==> config.mk <==
export PLATFORM = sky130hd
export DESIGN_NAME = eri_top
export DESIGN_NICKNAME = d
export VERILOG_FILES = /design/src/common/eri_pkg.sv /design/src/common/eri_if.sv /design/src/logic/eri_detect.sv /design/src/logic/eri_ahb_slave.sv /design/src/logic/eri_top.sv
export SDC_FILE = /design/constraint.sdc
export NUM_CORES = 1
export LEC_CHECK = 0
export BUFFER_PORTS_ARGS = -buffer_cell sky130_fd_sc_hd__buf_2
export CORE_ASPECT_RATIO = 1.4
export CORE_MARGIN = 1.5
export CORE_UTILIZATION = 54
export DETAILED_ROUTE_END_ITERATION = 10
export HOLD_SLACK_MARGIN = 0.12
export PLACE_DENSITY = 0.83
export RECOVER_POWER = 25
export SETUP_SLACK_MARGIN = 0.3
export SLEW_MARGIN = 20
export SYNTH_ARGS = -nofsm -noshare
export SYNTH_HDL_FRONTEND = slang
export SYNTH_HIERARCHICAL = 1
export SYNTH_SLANG_ARGS = --single-unit
==> constraint.sdc <==
create_clock -name sys_clk -period 4.5 [get_ports sys_clk]
set_clock_uncertainty 0.2 [all_clocks]
set_input_delay 0.45 -clock sys_clk [delete_from_list [all_inputs] [get_ports sys_clk]]
set_output_delay 0.45 -clock sys_clk [all_outputs]
set_load 0.03 [all_outputs]
==> src/common/eri_pkg.sv <==
// Shared constants for the external request interrupt unit.
package eri_pkg;
	localparam int         NCH          = 8;
	localparam int         COND_W       = 2;
	localparam int         IDX_W        = 8;
	// Register indices; the byte address on the bus is four times the index.
	localparam logic [7:0] IDX_ENABLE   = 8'h30;
	localparam logic [7:0] IDX_FLAGS    = 8'h31;
	localparam logic [7:0] IDX_COND     = 8'h32;
	localparam logic [7:0] IDX_MODE     = 8'h33;
	localparam logic [7:0] IDX_ISTAT    = 8'h34;
	localparam logic [7:0] IDX_ICLR     = 8'h35;
	localparam logic [7:0] IDX_IEN      = 8'h36;
	localparam int         ADDR_LSB     = 2;
	// Reset values.
	localparam logic [7:0]  RST_ENABLE  = 8'h00;
	localparam logic [7:0]  RST_FLAGS   = 8'h00;
	localparam logic [15:0] RST_COND    = 16'h000a;
	localparam logic [7:0]  RST_MODE    = 8'h00;
	localparam logic [7:0]  RST_ISTAT   = 8'h00;
	localparam logic [7:0]  RST_IEN     = 8'h00;
	// Detection condition codes per channel field.
	localparam logic [1:0]  COND_LOW    = 2'h0;
	localparam logic [1:0]  COND_HIGH   = 2'h1;
	localparam logic [1:0]  COND_RISE   = 2'h2;
	localparam logic [1:0]  COND_FALL   = 2'h3;
	// Channels 0 and 1 have the edge bit of their field forced high.
	localparam logic [15:0] COND_EDGE_FORCE = 16'h000a;
	// Channels able to start the transfer service or wake the core.
	localparam logic [7:0]  XFER_CAPABLE = 8'hfc;
	localparam int          HTRANS_ACTIVE_BIT = 1;
endpackage

==> src/common/eri_if.sv <==
// Internal register access carrier between the bus slave and the register file.
`timescale 1ns/10ps
interface eri_if;
	logic        wr;
	logic [7:0]  widx;
	logic [31:0] wdata;
	logic        rd;
	logic [7:0]  ridx;
	logic [31:0] rdata;
	modport bus  (output wr, output widx, output wdata, output rd, output ridx, input rdata);
	modport regs (input wr, input widx, input wdata, input rd, input ridx, output rdata);
endinterface

==> src/logic/eri_detect.sv <==
// Per-channel request detection on synchronised pin levels.
`timescale 1ns/10ps
module eri_detect #(
	parameter int N = 8
) (
	input  wire logic           clk,
	input  wire logic           rst_n,
	input  wire logic [N-1:0]   pin,
	input  wire logic [2*N-1:0] cond,
	output logic      [N-1:0]   evt
);
	logic [N-1:0] prev_reg;
	logic         prev_ok_reg;

	// Edges are gated until one real sample exists, so reset cannot fake an edge.
	always_ff @(posedge clk or negedge rst_n) begin
		if (!rst_n) begin
			prev_reg    <= '0;
			prev_ok_reg <= 1'b0;
		end else begin
			prev_reg    <= pin;
			prev_ok_reg <= 1'b1;
		end
	end

	genvar g;
	generate
		for (g = 0; g < N; g++) begin : g_ch
			wire logic [1:0] c    = cond[2*g +: 2];
			wire logic       rise = prev_ok_reg & pin[g] & ~prev_reg[g];
			wire logic       fall = prev_ok_reg & ~pin[g] & prev_reg[g];
			assign evt[g] = ((c == eri_pkg::COND_LOW) & ~pin[g])
				| ((c == eri_pkg::COND_HIGH) & pin[g])
				| ((c == eri_pkg::COND_RISE) & rise)
				| ((c == eri_pkg::COND_FALL) & fall);
		end
	endgenerate
endmodule

==> src/logic/eri_ahb_slave.sv <==
// AHB-Lite slave front end with zero wait states.
`timescale 1ns/10ps
module eri_ahb_slave (
	input  wire logic        hclk,
	input  wire logic        rst_n,
	input  wire logic        hsel,
	input  wire logic [31:0] haddr,
	input  wire logic [1:0]  htrans,
	input  wire logic        hwrite,
	input  wire logic [2:0]  hsize,
	input  wire logic [31:0] hwdata,
	input  wire logic        hready,
	output logic             hreadyout,
	output logic             hresp,
	output logic      [31:0] hrdata,
	eri_if.bus               rb
);
	logic       wr_pend_reg;
	logic [7:0] widx_reg;

	wire logic ap_valid = hsel & htrans[eri_pkg::HTRANS_ACTIVE_BIT] & hready;

	// Only whole words are supported, so hsize is accepted but not decoded.
	assign rb.wr    = wr_pend_reg;
	assign rb.widx  = widx_reg;
	assign rb.wdata = hwdata;
	assign rb.rd    = ap_valid & ~hwrite;
	assign rb.ridx  = haddr[eri_pkg::ADDR_LSB +: eri_pkg::IDX_W];

	always_ff @(posedge hclk or negedge rst_n) begin
		if (!rst_n) begin
			wr_pend_reg <= 1'b0;
			widx_reg    <= 8'h00;
			hrdata      <= 32'h0000_0000;
			hreadyout   <= 1'b1;
			hresp       <= 1'b0;
		end else begin
			wr_pend_reg <= ap_valid & hwrite;
			widx_reg    <= haddr[eri_pkg::ADDR_LSB +: eri_pkg::IDX_W];
			hrdata      <= rb.rd ? rb.rdata : 32'h0000_0000;
			hreadyout   <= 1'b1;
			hresp       <= 1'b0;
		end
	end
endmodule

==> src/logic/eri_top.sv <==
// Eight-channel external request interrupt unit with AHB-Lite registers.
//
// Chosen here: the AHB-Lite register port.
`timescale 1ns/10ps
module eri_top (
	input  wire logic        sys_clk,
	input  wire logic        resetn,
	input  wire logic [7:0]  req_pin,
	input  wire logic        hsel,
	input  wire logic [31:0] haddr,
	input  wire logic [1:0]  htrans,
	input  wire logic        hwrite,
	input  wire logic [2:0]  hsize,
	input  wire logic [31:0] hwdata,
	input  wire logic        hready,
	output logic             hreadyout,
	output logic             hresp,
	output logic      [31:0] hrdata,
	output logic      [7:0]  irq_req_reg,
	output logic      [7:0]  xfer_req_reg,
	output logic             wake_req_reg,
	output logic             irq_reg
);
	localparam int N = eri_pkg::NCH;

	logic         rst_meta_reg;
	logic         rst_n;
	logic [N-1:0] pin_meta_reg;
	logic [N-1:0] pin_sync_reg;

	logic [7:0]   enable_reg;
	logic [7:0]   enable_next;
	logic [7:0]   flags_reg;
	logic [7:0]   flags_next;
	logic [15:0]  cond_reg;
	logic [15:0]  cond_next;
	logic [7:0]   mode_reg;
	logic [7:0]   mode_next;
	logic [7:0]   istat_reg;
	logic [7:0]   istat_next;
	logic [7:0]   ien_reg;
	logic [7:0]   ien_next;
	logic [N-1:0] evt;

	eri_if rb ();

	// The reset is released through two flops so all flops reset by rst_n leave reset together.
	always_ff @(posedge sys_clk or negedge resetn) begin
		if (!resetn) begin
			rst_meta_reg <= 1'b0;
			rst_n        <= 1'b0;
		end else begin
			rst_meta_reg <= 1'b1;
			rst_n        <= rst_meta_reg;
		end
	end

	// Request pins are asynchronous; only the second flop is used by logic.
	// No reset here, so the synchroniser holds the real pin levels when reset ends.
	// A reset value would fake a level request or an edge on an idle pin.
	always_ff @(posedge sys_clk) begin
		pin_meta_reg <= req_pin;
		pin_sync_reg <= pin_meta_reg;
	end

	eri_ahb_slave u_slave (
		.hclk      (sys_clk),
		.rst_n     (rst_n),
		.hsel      (hsel),
		.haddr     (haddr),
		.htrans    (htrans),
		.hwrite    (hwrite),
		.hsize     (hsize),
		.hwdata    (hwdata),
		.hready    (hready),
		.hreadyout (hreadyout),
		.hresp     (hresp),
		.hrdata    (hrdata),
		.rb        (rb.bus)
	);

	eri_detect #(.N(N)) u_detect (
		.clk   (sys_clk),
		.rst_n (rst_n),
		.pin   (pin_sync_reg),
		.cond  (cond_reg),
		.evt   (evt)
	);

	wire logic wr_enable = rb.wr & (rb.widx == eri_pkg::IDX_ENABLE);
	wire logic wr_flags  = rb.wr & (rb.widx == eri_pkg::IDX_FLAGS);
	wire logic wr_cond   = rb.wr & (rb.widx == eri_pkg::IDX_COND);
	wire logic wr_mode   = rb.wr & (rb.widx == eri_pkg::IDX_MODE);
	wire logic wr_iclr   = rb.wr & (rb.widx == eri_pkg::IDX_ICLR);
	wire logic wr_ien    = rb.wr & (rb.widx == eri_pkg::IDX_IEN);

	wire logic rd_enable = rb.ridx == eri_pkg::IDX_ENABLE;
	wire logic rd_flags  = rb.ridx == eri_pkg::IDX_FLAGS;
	wire logic rd_cond   = rb.ridx == eri_pkg::IDX_COND;
	wire logic rd_mode   = rb.ridx == eri_pkg::IDX_MODE;
	wire logic rd_istat  = rb.ridx == eri_pkg::IDX_ISTAT;
	wire logic rd_ien    = rb.ridx == eri_pkg::IDX_IEN;

	// The clear register is write-only and unmapped indices read as zero.
	assign rb.rdata = rd_enable ? {24'h00_0000, enable_reg}
		: rd_flags ? {24'h00_0000, flags_reg}
		: rd_cond ? {16'h0000, cond_reg}
		: rd_mode ? {24'h00_0000, mode_reg}
		: rd_istat ? {24'h00_0000, istat_reg}
		: rd_ien ? {24'h00_0000, ien_reg}
		: 32'h0000_0000;

	assign enable_next = wr_enable ? rb.wdata[7:0] : enable_reg;

	assign flags_next = (flags_reg & (wr_flags ? rb.wdata[7:0] : 8'hff)) | evt;

	// edge only on 0 and 1
	assign cond_next = wr_cond ? (rb.wdata[15:0] | eri_pkg::COND_EDGE_FORCE) : cond_reg;

	// no transfer on 0 and 1
	assign mode_next = wr_mode ? (rb.wdata[7:0] & eri_pkg::XFER_CAPABLE) : mode_reg;

	assign istat_next = (istat_reg & ~(wr_iclr ? rb.wdata[7:0] : 8'h00)) | evt;
	assign ien_next   = wr_ien ? rb.wdata[7:0] : ien_reg;

	always_ff @(posedge sys_clk or negedge rst_n) begin
		if (!rst_n) begin
			enable_reg <= eri_pkg::RST_ENABLE;
			flags_reg  <= eri_pkg::RST_FLAGS;
			cond_reg   <= eri_pkg::RST_COND;
			mode_reg   <= eri_pkg::RST_MODE;
			istat_reg  <= eri_pkg::RST_ISTAT;
			ien_reg    <= eri_pkg::RST_IEN;
		end else begin
			enable_reg <= enable_next;
			flags_reg  <= flags_next;
			cond_reg   <= cond_next;
			mode_reg   <= mode_next;
			istat_reg  <= istat_next;
			ien_reg    <= ien_next;
		end
	end

	wire logic [7:0] active = flags_reg & enable_reg;

	// Outputs are registered, which costs one cycle of latency but keeps them glitch free.
	always_ff @(posedge sys_clk or negedge rst_n) begin
		if (!rst_n) begin
			irq_req_reg  <= 8'h00;
			xfer_req_reg <= 8'h00;
			wake_req_reg <= 1'b0;
			irq_reg      <= 1'b0;
		end else begin
			irq_req_reg  <= active & ~mode_reg;
			// level transfer on 2 to 7
			xfer_req_reg <= active & mode_reg & eri_pkg::XFER_CAPABLE;
			wake_req_reg <= |(active & eri_pkg::XFER_CAPABLE);
			irq_reg      <= |(istat_reg & ien_reg);
		end
	end
endmodule

==> out/results.tsv <==
metric	value	unit
vdd_ir_drop_max	295	uV
cts_root_buf	clkbuf_16	
setup_viol	0	
io_pins	134	
io_buffers	85	
grt_max_degree	55	
power.share.combinational	5.9	%
diodes	0	
dp_cells	643	
synthToLayoutAreaGrowth	20.9	%
dieArea	11100	um2
cts.clk_slew.worst_paths	0.05	ns
tightest_slew	1.92	ns
crit_required	4.59	ns
switchingPower	0.000588	W
grt_first_pass_wirelength	18.9	mm
postRouteAntennaNets	0	
nets	631	
period_needed	2.65	ns
power_density	403	nW/um2
synthCells	442	
rsz0062_at_grt	false	
finalSetupTns	0	ns
syn_avg_cell_area	12.8	um2
drt_first_pass_iters	4	
max_clock_freq	0.377	GHz
place_hpwl	7.68	mm
die-height	124	um
critPathKind	reg2reg	
grt_use_total	23.1	%
clkLatencyLatePin	0.41	ns
p_clk_share	48.0	%
yosysWarnings	6	
clkSinkCount	136	
dr_total_vias	3643	
crit_path_start_kind	register	
path_max_fanout	17	
grt_pass1_vias	3758	
drive_gt1_share	31.3	%
die_x	89.6	um
core	10300	um2
cts_tree	yes	
cp_data_arrival_time	2.74	ns
final_area	6860	um2
layout_common_cells	dfrtp_1 (119), buf_2 (76), mux2_2 (36)	
finalHoldViolCount	0	
largest_reg_flops	32	
placed_cell_area	6030	um2
p_seq_share	46.1	%
finalCritPeriodShare	58.9	%
swShare	21.3	%
maxSlewHeadroom	-28.2	%
cp-end-kind	register	
drt-initial-drc-count	271	
final_common_cell	dfrtp_1	
grt-ovfl-total	0	
clockBufferDepth	2	
final_cells	700	
drv_cap	1	
ctsHtreeMaxLevel	4	
internal_power	0.00217	W
rows	44	
leakagePower	3.30	nW
drc	0	
maxSlewViolCount	38	
netlist_area	5670	um2
antenna_found_initial	0	
hold_path.class	reg2reg	
cts_buffers	17	
wl	11.6	mm
violations	capacitance limit, slew limit	
post_cts_buffers	0	
gp_congestion	0.846	
initial_core_util	55.1	%
post_drt_wl_per_cell	16.5	um
status	complete, but fails checks	
via_per_inst	5.20	
hold_slack	0.125	ns
power by group through the flow:
stage                logic, W  registers [W]  clock network, W
CTS                  0.000164        0.00127           0.00134
global placement     0.000135        0.00130                 0
floorplan           0.0000910        0.00132                 0
global route         0.000178        0.00128           0.00140
finish               0.000162        0.00127           0.00133
detailed placement   0.000139        0.00130                 0
through the flow:
step	total power (W)	util, %	worst slack, ns
3_3_place_gp	0.00143	58.6	2.00
2_1_floorplan	0.00141	-	0.709
6_report	0.00276	66.6	1.85
4_1_cts	0.00278	66.7	1.89
3_5_place_dp	0.00144	58.6	1.91
5_1_grt	0.00285	66.6	1.75
per-layer routing:
metal | up-vias | share of wire [%] | wire (um) | track usage [%]
met3 | 18 | 5.1 | 589 | 6.72
li1 | 1705 | - | - | -
met4 | 0 | 2.1 | 239 | 11.4
met2 | 121 | 55 | 6340 | 38.8
met5 | - | 0 | 0 | 0
met1 | 1799 | 38 | 4390 | 25.9
critical path: stages (launching register included):
cell      delay [ns]
dfrtp_1         0.37
nand4b_1        0.68
or3b_1          0.88
mux2_4          0.39
area by class of cell:
type	instances	area [um2]
clock inverter	8	95.1
fill	775	3440
multi-input combinational	279	2080
clock buffer	24	482
sequential	136	3330
inverter	3	11.3
tap	138	173
timing repair buffer	112	686
worst paths after layout:
kind,slack [ns],start,cells after the start,end
setup / recovery,1.85,u_slave/rb.widx[1],3,enable_reg[1]
hold / removal,0.13,pin_meta_reg[0],0,pin_sync_reg[0]
setup reg to reg,1.85,u_slave/rb.widx[1],3,enable_reg[1]
hold reg to reg,0.13,pin_meta_reg[0],0,pin_sync_reg[0]
max in group asynchronous,2.19,rst_n,1,u_slave/rb.widx[3]
min in group asynchronous,0.15,resetn,2,rst_n
repair_timing:
action / CTS / global route
gates resized for setup: 0 / 0
hold endpoints to repair: 51 / 0
hold buffers: 25 / 0
No activity file was read; power rests on OpenSTA's default activity.
